**src/rtl/reclose_monitor_cfg.svh**
```systemverilog
`ifndef RECLOSE_MONITOR_CFG_SVH
`define RECLOSE_MONITOR_CFG_SVH

// Register byte offsets on the AXI4-Lite slave.
`define REG_CTRL          8'h00
`define REG_READY_TMO     8'h04
`define REG_EXT_LIMIT     8'h08
`define REG_TRIP_TMO      8'h0C
`define REG_HOLD_TIME     8'h10
`define REG_CYCLE_CTRL0   8'h14
`define REG_CYCLE_CTRL1   8'h18
`define REG_STATUS        8'h1C

// Fields of the control register.
`define CTRL_CHECK_BIT    0
`define CTRL_ZONE_BIT     1
`define CTRL_HS2_BIT      2
`define CTRL_HS3_BIT      3
`define CTRL_START_LO     4

// A trip timer setting of all ones means infinite.
`define TIMER_INFINITE    16'hFFFF

// Reset values of the timer settings, in time-base ticks.
`define READY_TMO_RST     16'h0064
`define EXT_LIMIT_RST     16'h00C8
`define TRIP_TMO_RST      16'h0032
`define HOLD_TIME_RST     16'h0064

// AXI response codes.
`define RESP_OKAY         2'h0
`define RESP_SLVERR       2'h2

`endif

```
**src/rtl/reclose_monitor_pkg.sv**
```systemverilog
package reclose_monitor_pkg;

   // Per-cycle control of one overcurrent element.
   typedef enum logic [1:0] {
      ctl_unaffected,
      ctl_instant,
      ctl_blocked,
      ctl_spare
   } elem_ctl_t;

   // Element control outputs for one cycle.
   typedef struct packed {
      elem_ctl_t phase_hi;
      elem_ctl_t ground_hi;
      elem_ctl_t phase_lo;
      elem_ctl_t ground_lo;
   } elem_set_t;

   // Reclose events from the sequencer outside.
   typedef struct packed {
      logic trip;
      logic breaker_open;
      logic dead_time_done;
      logic sync_release;
      logic close_done;
      logic restraint_done;
      logic extra_block;
   } seq_in_t;

   typedef enum logic [1:0] {
      st_normal,
      st_running,
      st_blocked
   } ar_state_t;

endpackage

```
**src/rtl/reclose_monitor.sv**
```systemverilog
// Our own choices: register access over AXI4-Lite and the placing of the registers.
`timescale 1ns/10ps
`default_nettype none
`include "reclose_monitor_cfg.svh"

// Notes on behaviour
// [RQ1] Checking on: every reclosure waits for ready.
// [RQ2] Ready input low starts ready timeout timer.
// [RQ3] Ready returns early: cancel timer, resume.
// [RQ4] Ready timer running extends dead time.
// [RQ5] Ready timeout with ready low: dynamic block.
// [RQ6] Extension limit timer starts at dead end.
// [RQ7] Sync release before limit: stop, close.
// [RQ8] Extension limit expires first: dynamic block.
// [RQ9] Software sets limit not below ready timeout.
// [RQ10] Trip starts trip-to-open timer.
// [RQ11] Trip timer expiry: breaker failure, block.
// [RQ12] Infinite trip timer setting disables monitoring.
// [RQ13] Each element: instant, unaffected or blocked.
// [RQ14] Ready and not-ready states drive cold load.
// [RQ15] Mode: high-set 2/3 always or when ready.
// [RQ16] Distinct zone release flag for cycles 1-4.
// [RQ17] Normal state applies starting-cycle control.
// [RQ18] Close command advances to next cycle control.
// [RQ19] Restraint expiry or unblock returns to normal.
// [RQ20] Element settings also govern zone sequencing.
// [RQ21] Zone sequencing: low-set dropout advances cycle.
// [RQ22] Each low-set dropout counts as an attempt.
// [RQ23] Block hold timer restarts while cause holds.
// [RQ24] Timers count tick, load, clear on reset.
module reclose_monitor
   import reclose_monitor_pkg::*;
#(
   parameter int TW = 16
) (
   input  wire logic        clock,
   input  wire logic        rst_n,
   input  wire logic        clk_en,
   input  wire logic        tick,
   input  wire logic        general_reset,
   input  wire logic        breaker_ready_input,
   input  wire seq_in_t     seq_in,
   input  wire logic        low_set_pickup,
   input  wire logic [31:0] s_axi_awaddr,
   input  wire logic        s_axi_awvalid,
   output logic             s_axi_awready,
   input  wire logic [31:0] s_axi_wdata,
   input  wire logic [3:0]  s_axi_wstrb,
   input  wire logic        s_axi_wvalid,
   output logic             s_axi_wready,
   output logic [1:0]       s_axi_bresp,
   output logic             s_axi_bvalid,
   input  wire logic        s_axi_bready,
   input  wire logic [31:0] s_axi_araddr,
   input  wire logic        s_axi_arvalid,
   output logic             s_axi_arready,
   output logic [31:0]      s_axi_rdata,
   output logic [1:0]       s_axi_rresp,
   output logic             s_axi_rvalid,
   input  wire logic        s_axi_rready,
   output logic             close_command,
   output logic             dynamic_block_flag,
   output logic             breaker_failure,
   output logic             reclose_ready,
   output logic             reclose_not_ready,
   output logic             high_set2_enable,
   output logic             high_set3_enable,
   output logic [3:0]       cycle_zone_release_flag,
   output elem_set_t        elem_ctl
);

   // Settings.
   logic [7:0]    ctrl_q;
   logic [TW-1:0] ready_tmo_q;
   logic [TW-1:0] ext_limit_q;
   logic [TW-1:0] trip_tmo_q;
   logic [TW-1:0] hold_time_q;
   logic [15:0]   cyc_set_q [0:3];

   // Timers and state.
   logic [TW-1:0] ready_cnt_q;
   logic          ready_run_q;
   logic [TW-1:0] ext_cnt_q;
   logic          ext_run_q;
   logic [TW-1:0] trip_cnt_q;
   logic          trip_run_q;
   logic [TW-1:0] hold_cnt_q;
   logic          hold_run_q;
   logic          dead_wait_q;
   logic          ready_q;
   logic          pickup_q;
   logic [1:0]    cycle_q;
   ar_state_t     state_q;

   // AXI holding registers.
   logic          aw_got_q;
   logic          w_got_q;
   logic [7:0]    aw_addr_q;
   logic [31:0]   w_data_q;
   logic [3:0]    w_strb_q;

   wire logic check_on = ctrl_q[`CTRL_CHECK_BIT];
   wire logic zone_on  = ctrl_q[`CTRL_ZONE_BIT];

   function automatic logic [TW-1:0] merge16(input logic [TW-1:0] old,
                                             input logic [31:0]   d,
                                             input logic [3:0]    s);
      logic [31:0] r;
      r = {{(32 - TW){1'b0}}, old};
      for (int i = 0; i < 4; i++) begin
         if (s[i]) begin
            r[i*8 +: 8] = d[i*8 +: 8];
         end
      end
      return r[TW-1:0];
   endfunction

   function automatic logic expired(input logic run, input logic [TW-1:0] cnt);
      return run && tick && (cnt <= {{(TW-1){1'b0}}, 1'b1});
   endfunction

   wire logic ready_exp = expired(ready_run_q, ready_cnt_q);
   wire logic ext_exp   = expired(ext_run_q, ext_cnt_q);
   wire logic trip_exp  = expired(trip_run_q, trip_cnt_q);
   wire logic hold_exp  = expired(hold_run_q, hold_cnt_q);
   wire logic running   = (state_q == st_running);

   // Block causes raised in this cycle.
   wire logic ready_fail = ready_exp && !breaker_ready_input && check_on;  // [RQ5]
   wire logic ext_fail   = ext_exp && dead_wait_q;                         // [RQ8]
   wire logic new_cause  = ready_fail || ext_fail || trip_exp ||
                           (seq_in.extra_block && running);

   // Close may go once dead time is over, ready holds and sync grants.
   wire logic ready_ok = !check_on || (breaker_ready_input && !ready_run_q);  // [RQ1] [RQ3] [RQ4]
   wire logic do_close = dead_wait_q && ready_ok && seq_in.sync_release &&
                         !ext_fail && state_q == st_running;                 // [RQ7]

   wire logic dropout = zone_on && pickup_q && !low_set_pickup;

   wire logic aw_take = s_axi_awvalid && s_axi_awready;
   wire logic w_take  = s_axi_wvalid && s_axi_wready;
   wire logic do_wr   = aw_got_q && w_got_q && !s_axi_bvalid;

   // AXI write channel capture; address and data may come in either order.
   always_ff @(posedge clock or negedge rst_n) begin
      if (!rst_n) begin
         aw_got_q      <= 1'b0;
         w_got_q       <= 1'b0;
         aw_addr_q     <= 8'h00;
         w_data_q      <= 32'h00000000;
         w_strb_q      <= 4'h0;
         s_axi_awready <= 1'b0;
         s_axi_wready  <= 1'b0;
         s_axi_bvalid  <= 1'b0;
         s_axi_bresp   <= `RESP_OKAY;
      end else if (clk_en) begin
         s_axi_awready <= !aw_got_q && !aw_take && !s_axi_bvalid;
         s_axi_wready  <= !w_got_q && !w_take && !s_axi_bvalid;
         if (aw_take) begin
            aw_got_q  <= 1'b1;
            aw_addr_q <= s_axi_awaddr[7:0];
         end
         if (w_take) begin
            w_got_q  <= 1'b1;
            w_data_q <= s_axi_wdata;
            w_strb_q <= s_axi_wstrb;
         end
         if (do_wr) begin
            aw_got_q     <= 1'b0;
            w_got_q      <= 1'b0;
            s_axi_bvalid <= 1'b1;
            s_axi_bresp  <= (aw_addr_q[1:0] != 2'h0 || aw_addr_q > `REG_STATUS)
                            ? `RESP_SLVERR : `RESP_OKAY;
         end else if (s_axi_bvalid && s_axi_bready) begin
            s_axi_bvalid <= 1'b0;
         end
      end
   end

   // Setting registers; the status register is read only.
   always_ff @(posedge clock or negedge rst_n) begin
      if (!rst_n) begin
         ctrl_q      <= 8'h01;
         ready_tmo_q <= TW'(`READY_TMO_RST);
         ext_limit_q <= TW'(`EXT_LIMIT_RST);
         trip_tmo_q  <= TW'(`TRIP_TMO_RST);
         hold_time_q <= TW'(`HOLD_TIME_RST);
         for (int i = 0; i < 4; i++) begin
            cyc_set_q[i] <= 16'h0000;
         end
      end else if (clk_en && do_wr) begin
         unique case (aw_addr_q)
            `REG_CTRL: begin
               if (w_strb_q[0]) begin
                  ctrl_q <= w_data_q[7:0];
               end
            end
            `REG_READY_TMO: ready_tmo_q <= merge16(ready_tmo_q, w_data_q, w_strb_q);
            `REG_EXT_LIMIT: ext_limit_q <= merge16(ext_limit_q, w_data_q, w_strb_q);  // [RQ9]
            `REG_TRIP_TMO:  trip_tmo_q  <= merge16(trip_tmo_q, w_data_q, w_strb_q);
            `REG_HOLD_TIME: hold_time_q <= merge16(hold_time_q, w_data_q, w_strb_q);
            `REG_CYCLE_CTRL0: begin
               if (w_strb_q[1:0] == 2'h3) begin
                  cyc_set_q[0] <= w_data_q[15:0];
               end
               if (w_strb_q[3:2] == 2'h3) begin
                  cyc_set_q[1] <= w_data_q[31:16];
               end
            end
            `REG_CYCLE_CTRL1: begin
               if (w_strb_q[1:0] == 2'h3) begin
                  cyc_set_q[2] <= w_data_q[15:0];
               end
               if (w_strb_q[3:2] == 2'h3) begin
                  cyc_set_q[3] <= w_data_q[31:16];
               end
            end
            default: ;
         endcase
      end
   end

   // AXI read channel, one cycle after the address is taken.
   always_ff @(posedge clock or negedge rst_n) begin
      if (!rst_n) begin
         s_axi_arready <= 1'b0;
         s_axi_rvalid  <= 1'b0;
         s_axi_rdata   <= 32'h00000000;
         s_axi_rresp   <= `RESP_OKAY;
      end else if (clk_en) begin
         s_axi_arready <= !s_axi_rvalid && !(s_axi_arvalid && s_axi_arready);
         if (s_axi_arvalid && s_axi_arready) begin
            s_axi_rvalid <= 1'b1;
            s_axi_rresp  <= `RESP_OKAY;
            unique case (s_axi_araddr[7:0])
               `REG_CTRL:        s_axi_rdata <= {24'h000000, ctrl_q};
               `REG_READY_TMO:   s_axi_rdata <= 32'(ready_tmo_q);
               `REG_EXT_LIMIT:   s_axi_rdata <= 32'(ext_limit_q);
               `REG_TRIP_TMO:    s_axi_rdata <= 32'(trip_tmo_q);
               `REG_HOLD_TIME:   s_axi_rdata <= 32'(hold_time_q);
               `REG_CYCLE_CTRL0: s_axi_rdata <= {cyc_set_q[1], cyc_set_q[0]};
               `REG_CYCLE_CTRL1: s_axi_rdata <= {cyc_set_q[3], cyc_set_q[2]};
               `REG_STATUS:      s_axi_rdata <= {22'h000000, cycle_q, state_q,
                                    breaker_failure, dynamic_block_flag,
                                    hold_run_q, trip_run_q, ext_run_q, ready_run_q};
               default: begin
                  s_axi_rdata <= 32'h00000000;
                  s_axi_rresp <= `RESP_SLVERR;
               end
            endcase
         end else if (s_axi_rvalid && s_axi_rready) begin
            s_axi_rvalid <= 1'b0;
         end
      end
   end

   // Breaker ready timeout timer.
   always_ff @(posedge clock or negedge rst_n) begin
      if (!rst_n) begin
         ready_q     <= 1'b1;
         ready_run_q <= 1'b0;
         ready_cnt_q <= '0;
      end else if (clk_en) begin
         ready_q <= breaker_ready_input;
         if (general_reset || !check_on || breaker_ready_input) begin
            ready_run_q <= 1'b0;                                 // [RQ3] [RQ24]
         end else if (ready_q && !breaker_ready_input) begin
            ready_run_q <= 1'b1;                                 // [RQ2] [RQ24]
            ready_cnt_q <= ready_tmo_q;
         end else if (ready_run_q && tick) begin
            ready_cnt_q <= ready_cnt_q - 1'b1;
            if (ready_exp) begin
               ready_run_q <= 1'b0;
            end
         end
      end
   end

   // Dead time extension limit timer.
   always_ff @(posedge clock or negedge rst_n) begin
      if (!rst_n) begin
         dead_wait_q <= 1'b0;
         ext_run_q   <= 1'b0;
         ext_cnt_q   <= '0;
      end else if (clk_en) begin
         if (general_reset || do_close || ext_exp || !running) begin
            dead_wait_q <= 1'b0;                                 // [RQ7] [RQ24]
            ext_run_q   <= 1'b0;
         end else if (seq_in.dead_time_done && !dead_wait_q) begin
            dead_wait_q <= 1'b1;                                 // [RQ6]
            ext_run_q   <= 1'b1;
            ext_cnt_q   <= ext_limit_q;
         end else if (ext_run_q && tick) begin
            ext_cnt_q <= ext_cnt_q - 1'b1;
         end
      end
   end

   // Trip-to-open timer.
   always_ff @(posedge clock or negedge rst_n) begin
      if (!rst_n) begin
         trip_run_q      <= 1'b0;
         trip_cnt_q      <= '0;
         breaker_failure <= 1'b0;
      end else if (clk_en) begin
         if (general_reset) begin
            trip_run_q      <= 1'b0;                             // [RQ24]
            breaker_failure <= 1'b0;
         end else if (seq_in.breaker_open || trip_tmo_q == TW'(`TIMER_INFINITE)) begin
            trip_run_q <= 1'b0;                                  // [RQ12]
         end else if (seq_in.trip && !trip_run_q) begin
            trip_run_q <= 1'b1;                                  // [RQ10]
            trip_cnt_q <= trip_tmo_q;
         end else if (trip_run_q && tick) begin
            trip_cnt_q <= trip_cnt_q - 1'b1;
            if (trip_exp) begin
               trip_run_q      <= 1'b0;
               breaker_failure <= 1'b1;                          // [RQ11]
            end
         end
         // A failure raised in this very cycle must not be wiped by the idle clear.
         if (state_q == st_normal && !dynamic_block_flag && !trip_exp) begin
            breaker_failure <= 1'b0;
         end
      end
   end

   // Dynamic blocking hold timer.
   always_ff @(posedge clock or negedge rst_n) begin
      if (!rst_n) begin
         dynamic_block_flag <= 1'b0;
         hold_run_q         <= 1'b0;
         hold_cnt_q         <= '0;
      end else if (clk_en) begin
         if (general_reset) begin
            dynamic_block_flag <= 1'b0;                          // [RQ24]
            hold_run_q         <= 1'b0;
         end else if (new_cause) begin
            dynamic_block_flag <= 1'b1;                          // [RQ5] [RQ8] [RQ11]
            hold_run_q         <= 1'b1;
            hold_cnt_q         <= hold_time_q;
         end else if (hold_run_q && tick) begin
            hold_cnt_q <= hold_cnt_q - 1'b1;
            if (hold_exp) begin
               if (seq_in.extra_block || (check_on && !breaker_ready_input)) begin
                  hold_cnt_q <= hold_time_q;                     // [RQ23]
               end else begin
                  hold_run_q         <= 1'b0;
                  dynamic_block_flag <= 1'b0;                    // [RQ23]
               end
            end
         end
      end
   end

   // Reclose state and cycle count.
   always_ff @(posedge clock or negedge rst_n) begin
      if (!rst_n) begin
         state_q       <= st_normal;
         cycle_q       <= 2'h0;
         pickup_q      <= 1'b0;
         close_command <= 1'b0;
      end else if (clk_en) begin
         pickup_q      <= low_set_pickup;
         close_command <= do_close;
         if (general_reset) begin
            state_q <= st_normal;
            cycle_q <= 2'h0;
         end else if (new_cause) begin
            state_q <= st_blocked;
         end else begin
            unique case (state_q)
               st_normal: begin
                  cycle_q <= 2'h0;                               // [RQ17]
                  if (seq_in.trip || dropout) begin
                     state_q <= st_running;
                  end
                  if (dropout) begin
                     cycle_q <= 2'h1;                            // [RQ22]
                  end
               end
               st_running: begin
                  if (do_close || dropout) begin
                     cycle_q <= (cycle_q == 2'h3) ? cycle_q : cycle_q + 2'h1;  // [RQ18] [RQ21] [RQ22]
                  end
                  if (seq_in.restraint_done) begin
                     state_q <= st_normal;                       // [RQ19]
                     cycle_q <= 2'h0;
                  end
               end
               st_blocked: begin
                  if (!dynamic_block_flag) begin
                     state_q <= st_normal;                       // [RQ19]
                     cycle_q <= 2'h0;
                  end
               end
               default: state_q <= st_normal;
            endcase
         end
      end
   end

   // Element control and indications from the active cycle.
   always_ff @(posedge clock or negedge rst_n) begin
      if (!rst_n) begin
         elem_ctl                <= '0;
         cycle_zone_release_flag <= 4'h0;
         reclose_ready           <= 1'b0;
         reclose_not_ready       <= 1'b1;
         high_set2_enable        <= 1'b1;
         high_set3_enable        <= 1'b1;
      end else if (clk_en) begin
         elem_ctl                <= elem_set_t'(cyc_set_q[cycle_q]);  // [RQ13] [RQ20]
         cycle_zone_release_flag <= (state_q == st_running) ? 4'(1 << cycle_q) : 4'h0;  // [RQ16]
         reclose_ready     <= state_q == st_normal && !dynamic_block_flag;  // [RQ14]
         reclose_not_ready <= !(state_q == st_normal && !dynamic_block_flag);
         high_set2_enable  <= !ctrl_q[`CTRL_HS2_BIT] || (state_q == st_normal);  // [RQ15]
         high_set3_enable  <= !ctrl_q[`CTRL_HS3_BIT] || (state_q == st_normal);
      end
   end

endmodule

`default_nettype wire

```
**config.mk**
```make
export PLATFORM = sky130hd
export DESIGN_NAME = reclose_monitor
export DESIGN_NICKNAME = d
export VERILOG_FILES = /design/src/rtl/reclose_monitor_pkg.sv /design/src/rtl/reclose_monitor.sv
export VERILOG_INCLUDE_DIRS = /design/src /design/src/rtl
export SDC_FILE = /design/constraint.sdc
export NUM_CORES = 1
export LEC_CHECK = 0
export BUFFER_PORTS_ARGS = -buffer_cell sky130_fd_sc_hd__buf_2
export CORE_AREA = 4 4 171 173
export CTS_BUF_LIST = sky130_fd_sc_hd__clkbuf_8
export CTS_CLUSTER_SIZE = 12
export DETAILED_ROUTE_END_ITERATION = 8
export DIE_AREA = 0 0 175 177
export GPL_TIMING_DRIVEN = 0
export PLACE_DENSITY = 0.75
export REMOVE_ABC_BUFFERS = 1
export SKIP_LAST_GASP = 1
export SLEW_MARGIN = 20
export SYNTH_ARGS = -nofsm -noshare
export SYNTH_HDL_FRONTEND = slang
export SYNTH_SLANG_ARGS = --single-unit
```
**constraint.sdc**
```tcl
create_clock -name clock -period 3.4 [get_ports clock]
set_clock_uncertainty 0.1 [all_clocks]
set_input_delay 0.68 -clock clock [delete_from_list [all_inputs] [get_ports clock]]
set_output_delay 0.68 -clock clock [all_outputs]
set_load 0.02 [all_outputs]
```
==> results of run 1 <==
cells by family (layout without fill, tap and decap cells):
kind of cell | after synthesis | after routing | share of synthesized area
AO/OA/AOI/OAI | 329 | 330 | 0.1394
buffers and inverters | 116 | 280 | 0.03291
other | 1 | 2 | 0.0002497
flip-flops | 313 | 313 | 0.5230
multiplexers | 231 | 231 | 0.1794
adder cells (fa/ha/maj) | 15 | 15 | 0.01250
AND/OR/NAND/NOR | 349 | 349 | 0.1126
power breakdown:
| group | leakage, µW | internal, µW | switching (µW) |
|---|---|---|---|
| logic | 0.00331 | 1010 | 1260 |
| clock network | 0.000601 | 1780 | 1510 |
| registers | 0.00410 | 4390 | 804 |
| total | 0.00802 | 7180 | 3580 |
flip-flops by register name, indices dropped and copies added (netlist names), 16 cells and up:
signal,count
w_data_q,32
hold_time_q,16
trip_cnt_q,16
ready_cnt_q,16
s_axi_rdata,32
cyc_set_q,64
ready_tmo_q,16
ext_limit_q,16
ext_cnt_q,16
trip_tmo_q,16
hold_cnt_q,16
routing by layer:
layer  up-vias  share of wire  track usage
met5         -         0.0013            0
met4         4          0.032      0.08380
met3        89          0.074      0.04935
met2       419           0.47       0.4188
met1      5826           0.42       0.3420
li1       5247              -            -
how the worst max path moves through the flow:
stage / cells past startpoint / end / from
after floorplan: 6 / cyc_set_q[16] / clk_en
after global placement: 1 / s_axi_rdata[31] / rst_n
after detailed placement: 9 / cyc_set_q[17] / clk_en
after CTS: 7 / hold_cnt_q[8] / ext_cnt_q[11]
after global routing: 7 / hold_cnt_q[0] / ext_cnt_q[10]
final: 9 / cyc_set_q[17] / clk_en
worst max-delay path, cell delays in order:
cell	delay, ns
buf_4	0.44
clkinvlp_4	0.29
nor4_4	0.50
buf_4	0.24
and3_1	0.18
nand2_1	0.09
nor2_2	0.45
buf_6	0.24
mux2_2	0.35
final cells by class:
cell class,count,area [µm²]
inverter,45,172.7
clock inverter,25,153.9
fill,2214,10330
sequential,313,7854
multi-input combinational,927,6793
tap,378,473.0
timing repair buffer,146,970.9
clock buffer,64,880.8
repair_timing:
item,in CTS,in global routing
cloned,1,0
hold buffers,1,0
hold endpoints to repair,25,0
endpoints found under the setup margin,110,38
buffers inserted,0,2
resized for setup,3,4
placed cells by master (no fill, tap or decap), drive strengths merged, types with 7 or more instances in the layout:
cell type / count
o21ai: 128
inv: 65
buf: 145
nor3: 43
nand2: 111
mux2i: 25
a22oi: 59
nor2: 80
and2: 7
nor4: 20
dfrtp: 296
or3: 7
mux4: 11
a21oi: 65
o22ai: 11
dfstp: 17
a221oi: 14
nand3: 22
and3: 11
clkbuf: 64
ha: 15
mux2: 195
a31oi: 9
nand4: 12
per-stage QoR:
stage | std cells | setup WS, ns | cell area [µm²]
after CTS | 1896 | 0.05693 | 17270
after global placement | 1789 | -4.364 | 15810
final | 1898 | 0.2860 | 17300
after floorplan | 1284 | -0.1138 | 14700
after global routing | 1898 | 0.1344 | 17300
after detailed placement | 1805 | -1.070 | 16190
==> flow_results.org, run 1 <==
** Place
- Routability-driven placement finished with a final weighted congestion of 0.8982.
- The wire-length estimate of the detail-placed layout is 27930 µm.
- During placement, the flow inserted port buffers numbering 127.

** STA
- Number of pins with negative max-slew slack in the final report :: 0
- RSZ-0062 raised after global routing :: false
- Smallest hold slack :: 0.2061 ns
- Headroom to the max-slew limit came out at 0.3842.
- Highest clock frequency the design can meet :: 0.3211 GHz
- Setup violations remaining at the end of the flow were counted as 0.
- Total Neg Setup Slack :: 0 ns
- Minimum period implied by the final worst setup slack :: 3.114 ns
- Pin slew with the least headroom to its limit :: 0.9220 ns
- Final hold violations :: 0
- Share of the clock period used by the worst path after layout :: 0.9159

** CTS
- Clock insertion delay at the later pin of the skew report :: 0.60 ns
- Counting along the longest clock path gives a buffer depth of 3.
- TritonCTS created 50 clock buffers.
- After clock tree synthesis, the clock-pin slew on the worst setup and hold paths is 0.06 ns.
- TritonCTS built the clock tree.
- Library cell used as clock root buffer :: clkbuf_8
- Number of H-tree levels :: 2
- Counting every sink on the clock net gives 313.

** Drt
- First-pass iteration count of the detailed router :: 6
- Antenna-violating nets left :: 0
- In the routed design, unresolved DRC markers number 0.
- In the routed layout, each cell is associated on average with a via count of 6.104.
- Routed WL per cell :: 20.92 µm
- The routed design has 39710 µm of wire.
- Vias post-DR :: 11590
- After the first detailed-routing iteration, the DRC count stood at 1009.

** Critical path
- For flop-to-flop paths, the worst setup slack is 0.32 ns.
- Data on the critical path arrives at its endpoint at 3.50 ns.
- Crit path max fanout :: 43
- The worst register-to-register path begins at ready_cnt_q[4].
- Worst Setup End Kind :: flop
- Data required, critical path :: 3.79 ns
- Critical path startpoint category :: input port
- Critical Setup Path Class :: in2reg
- End of the worst register-to-register path :: hold_cnt_q[0]
- Counting cells, the worst reg-to-reg path comes to 7.

** Floorplanning
- Number of cell rows :: 61
- The die is 175 µm wide.
- Overall die area :: 30980 µm²
- In this run the count of I/O pins placed on the die edge is 179.
- Area of the core :: 27630 µm²
- Chip Height :: 177 µm
- For this configuration, the core starts out at a cell density of 0.5436.

** Logic synthesis
- Average cell area after synthesis :: 11.09 µm²
- The synthesized netlist occupies a cell area of 15020 µm².
- The biggest area contributor in the post-synthesis netlist is dfrtp_1.
- In the post-synthesis netlist, the cell with the most instances is dfrtp_1.
- Most instantiated cells after synthesis :: dfrtp_1 (296), mux2_2 (195), nand2_1 (110)
- For this run, asynchronously set or reset flops after synthesis account for 1.000.
- Cell count after synthesis :: 1354
- After synthesis the netlist holds a flip-flop and latch count of 313.
- Sequential-to-total area share from yosys stat :: 0.5230
- Yosys printed 0 warnings.
- The synthesized design contains 0 enable-type register cells.
- The share of synthesized area in the top cell type comes to 0.4932.
- Largest cells by area after synthesis :: dfrtp_1 (49%), mux2_2 (15%), o21ai_0 (3.3%), dfstp_2 (3.0%), nand2_1 (2.7%)
- Number of library cell types mapped by synthesis :: 66
- The most used flip-flop cell after synthesis is dfrtp_1.

** Job
- Maxcap violations :: 0

** GRT
- Pin count of the biggest net entering global routing :: 84
- The number of antenna violations at the first check in global routing came to 2.
- The first global-routing pass estimated 62930 µm of wire.
- For this run the aggregate overflow at the end of global routing stands at 0.
- The via count of the first global-routing pass came to 11660.
- GRT Overall Usage :: 0.2538

** Worst hold path
- Cells on Worst Hold Path :: 2
- The worst hold path begins at s_axi_wdata[29].
- Worst hold path class :: in2reg
- Endpoint of the worst hold path :: w_data_q[29]

** Layout
- For this run, the share of the core covered by cells in the final layout is 0.6261.
- Share of cells above drive strength 1 :: 0.3158
- Net count, final :: 1617
- 0 antenna diodes ended up in the layout.
- Area Growth Syn to Fin :: 15.18%

** Outcome
- The flow ran to the end, and the final reports show no timing, DRC or antenna violations.

** Power and ir drop
- The worst-case IR drop observed on VDD is 477.3 µV.
- Leakage power summed over all cells :: 0.008016 µW
- Total power for the finished layout comes to 10750 µW.
- For this design the ratio of total power to cell area is 621.6 nW/µm².
No activity file was read; power rests on OpenSTA's default activity.
==> run 2: changes to the inputs <==
- ABC_AREA: not set -> 1
- CORE_AREA: 4 4 171 173 -> 4 4 174 176
- DIE_AREA: 0 0 175 177 -> 0 0 178 180
- GPL_TIMING_DRIVEN: 0 -> 1
- REMOVE_ABC_BUFFERS: 1 -> not set
==> run 2 against run 1 <==
Critical path depth is the same; routed wire length grew 13%; sequential share of layout area down 1.1 points; final area up 2.5%; critical path type is now reg2reg; global-route usage is 2.4 points higher; utilization fell by 0.66 points.
==> flow_results.org, run 2 <==
** CTS
- Library cell used as clock root buffer :: clkbuf_8
- TritonCTS Sinks :: 313 (unchanged)
- Clock insertion delay at the later pin of the skew report :: 0.59 ns (about the same)
- The number of buffers on the longest clock path was 3 (unchanged).
- Post-CTS repair timing setup buffer count :: 0 (unchanged)
- Clock buffer count from CTS :: 53 (+6.0%)
- Clock tree from TritonCTS :: built
- The quantity of gates resized following cts was 0 (-3).
- The clock input transition at the sequential cells of the worst setup and hold paths was 0.06 ns (about the same).
- Number of H-tree levels :: 2 (unchanged)

** Layout
- Inserted Diodes :: 0 (unchanged)
- Top library cells by usage in the layout, fill and taps aside :: nand2_1 (651), dfrtp_1 (296), o21ai_0 (270)
- cyc_set_q holds more flip-flops than any other register.
- Share of cells above drive strength 1 :: 0.1320 (-0.1838)
- Most frequent standard cell in the layout excluding fill and tap cells :: nand2_1
- The register area is 7854 µm² (unchanged).
- Fillcell total :: 2521 (+14%)
- Number of flip-flops in the largest register :: 64 (unchanged)
- Relative to the synthesized area, the layout overhead comes to 13.39%.
- Net count, final :: 2280 (+41%)
- Final standard cell utilization of the core :: 0.6195 (-0.006616)
- The largest registers in the layout are cyc_set_q x64, s_axi_rdata x32, w_data_q x32.
- Area of combinational cells with multiple inputs :: 6704 µm² (-1.3%)

** Logic synthesis
- Largest cells by area after synthesis :: dfrtp_1 (47%), nand2_1 (16%), o21ai_0 (8.6%), inv_1 (4.3%), nand3_1 (3.7%)
- For this run, the leading register cell type out of synthesis is dfrtp_1.
- The post-synthesis instance total is 2015 (+49%).
- The commonest cells after synthesis are nand2_1 (651), dfrtp_1 (296), o21ai_0 (270).
- The synthesized area divided by synthesized cell count was 7.761 µm² (-30%).
- The share of the synthesized area in the top cell type was 0.4736 (-0.01957).
- The portion of the post-synthesis area used by sequential elements was 0.5022 (-0.02075).
- Post-Syn Area :: 15640 µm² (+4.1%)
- By instance count, the leading cell after synthesis is nand2_1.
- Yosys Warn Count :: 0 (unchanged)
- The total of flip-flops plus latches after synthesis was 313 (unchanged).
- The async set-reset flop share out of synthesis was 1.000 (unchanged).
- Post-synthesis cell type with the largest combined area :: dfrtp_1
- The number of enable-type register cells in the synthesized netlist came to 0 (unchanged).
- Number of library cell types mapped by synthesis :: 52 (-21%)

** Power and ir drop
- The leakage power came to 0.008701 µW (+8.5%).
- Largest voltage drop on the vdd net :: 410.9 µV (-14%)
- Power density cells :: 634.7 nW/µm² (+2.1%)

** Drt
- First-pass iteration count of the detailed router :: 6 (unchanged)
- The number of vias after detailed routing was 14350 (+24%).
- Total Wirelength :: 44750 µm (+13%)
- The detailed-route DRC error count is 0 (unchanged).
- The wire length per cell came to 17.39 µm (-17%).
- The number of antenna-violating nets in the routed design is 0 (unchanged).
- The routed via count divided by cell count came to 5.576 (-8.7%).
- The starting DRC count in detailed routing is 1655 (+64%).

** Floorplanning
- Starting density of the core :: 0.5463 (+0.002768)
- Die X-Extent :: 178 µm (+1.7%)
- Area of the core :: 28630 µm² (+3.6%)
- I/O pin cnt :: 179 (unchanged)
- Chip Height :: 180 µm (+1.7%)
- The number of standard-cell rows in the floorplan came to 62 (+1.6%).
- Overall die area :: 32040 µm² (+3.4%)

** STA
- The fraction of the cycle the final worst path needs is 0.8163 (-0.09959).
- The count of final hold-check violations is 0 (unchanged).
- Pin slew with the least headroom to its limit :: 0.9572 ns (+0.03522 ns)
- The relative slew slack is 0.3603 (-0.02390).
- Number of pins with negative max-slew slack in the final report :: 0 (unchanged)
- RSZ-0062 raised after global routing :: false
- Minimum period implied by the final worst setup slack :: 2.775 ns (-0.3386 ns)
- Total Neg Setup Slack :: 0 ns (unchanged)
- The fmax is 0.3603 GHz (+12%).
- Final Setup Violations :: 0 (unchanged)

** Critical path
- Worst Setup End Kind :: flop
- The data arrival at the endpoint of the critical path is 3.17 ns (-0.33 ns).
- The critical path is of the reg2reg type.
- Critical path startpoint category :: flop
- The required time of the critical path was 3.79 ns (about the same).
- The maximum fanout along the worst path came to 20 (-53%).

** Worst hold path
- The min-delay analysis places its worst path in the category in2reg.

** Place
- Routability congestion estimate from global placement :: 0.9617 (+7.1%)
- The number of buffer cells added on primary ports came to 127 (unchanged).
- The detailed placer's ending HPWL came to 31900 µm (+14%).

** Outcome
- The run finished with clean final reports.

** GRT
- The via count of the first global-routing pass came to 13560 (+16%).
- The global-route wire length before repair is 72090 µm (+15%).
- GRT Overall Usage :: 0.2778 (+0.02399)
- The pin count of the biggest net entering global routing was 72 (-14%).
- Number of antenna violations at the first check in global routing :: 0 (-2)
- The sum of overflow across all layers after global routing was 0 (unchanged).

** Job
- The number of maximum-capacitance constraint violations was 0 (unchanged).
## run 2: changes by cell type after synthesis, sizes merged, moves of 25 or more
cell | previous run | this run
nand2 | 111 | 655
mux2 | 195 | 0
o21ai | 128 | 295
inv | 45 | 191
nand3 | 22 | 119
a22oi | 59 | 1
nor2 | 80 | 137
nor3 | 43 | 18
## run 2: layer usage
layer  part of all wire  global-route usage  wire (µm)  up-vias
met1               0.44              0.4067      19480     6765
met5                  0                   0          0        -
li1                   -                   -          -     6825
met4              0.034             0.09004       1510        0
met2               0.44              0.4220      19900      645
met3              0.086             0.04916       3858      111
## run 2: kinds of logic after synthesis
| group | count (synthesis) | share of synthesized area |
|---|---|---|
| adders and majority gates | 15 | 0.01200 |
| and+or+nand+nor | 970 | 0.2594 |
| AOI/OAI and AO/OA | 414 | 0.1427 |
| muxes | 1 | 0.0006401 |
| buffers and inverters | 279 | 0.07057 |
| xor gates and xnor gates | 22 | 0.01232 |
| other | 1 | 0.0002398 |
| DFF | 313 | 0.5022 |
## run 2: critical path: stages (launching register included)
cell,delay (ns)
dfrtp_1,0.40
inv_1,0.16
ha_1,0.35
inv_1,0.13
nor3_1,0.43
nand3_1,0.14
buf_4,0.24
inv_1,0.31
o21ai_0,0.18
o21ai_0,0.21
## run 2: worst paths after layout
check / from / end / slack [ns] / depth (start not counted)
worst max-delay path: state_q[1] / ext_cnt_q[15] / 0.62 / 9
worst min-delay path: s_axi_wstrb[3] / w_strb_q[3] / 0.19 / 3
worst max register to register: state_q[1] / ext_cnt_q[15] / 0.62 / 9
worst min register to register: aw_addr_q[7] / aw_addr_q[7] / 0.37 / 2
max in group asynchronous: rst_n / cyc_set_q[42] / 1.76 / 3
min in group asynchronous: rst_n / ready_cnt_q[3] / 0.55 / 2
## run 2: per-stage QoR
step / std cells / cell area (µm²) / worst slack (ns) / hold WS, ns / power (µW)
final: 2573 / 17730 / 0.6246 / 0.1903 / 11250
after global routing: 2573 / 17730 / 0.4612 / 0.1825 / 11960
after CTS: 2573 / 17730 / 0.7154 / 0.1664 / 11260
after detailed placement: 2474 / 16680 / 0.5786 / 0.3599 / 7973
after global placement: 2474 / 16680 / 0.6266 / 0.3548 / 7856
after floorplan: 2016 / 15640 / 1.431 / 0.2844 / 6974
## run 2: final cells by class
cell class / instances / area share
Clock buffer: 65 / 0.05045
Clock inverter: 33 / 0.008538
Inverter: 195 / 0.04142
Multi-Input combinational cell: 1424 / 0.3781
Sequential cell: 313 / 0.4429
Tap cell: 384 / 0.02710
Timing Repair Buffer: 159 / 0.05151
## run 2: what timing repair did
| item | 4_1_cts | 5_1_grt |
|---|---|---|
| hold buffers | 1 | 0 |
| endpoints found under the setup margin | 0 | 0 |
| endpoints found under the hold margin | 61 | 0 |
## run 2: power by group
group,internal (µW),total [µW],switching (µW)
logic,942,3040,2100
registers,4440,4930,494
clock network,1730,3280,1550
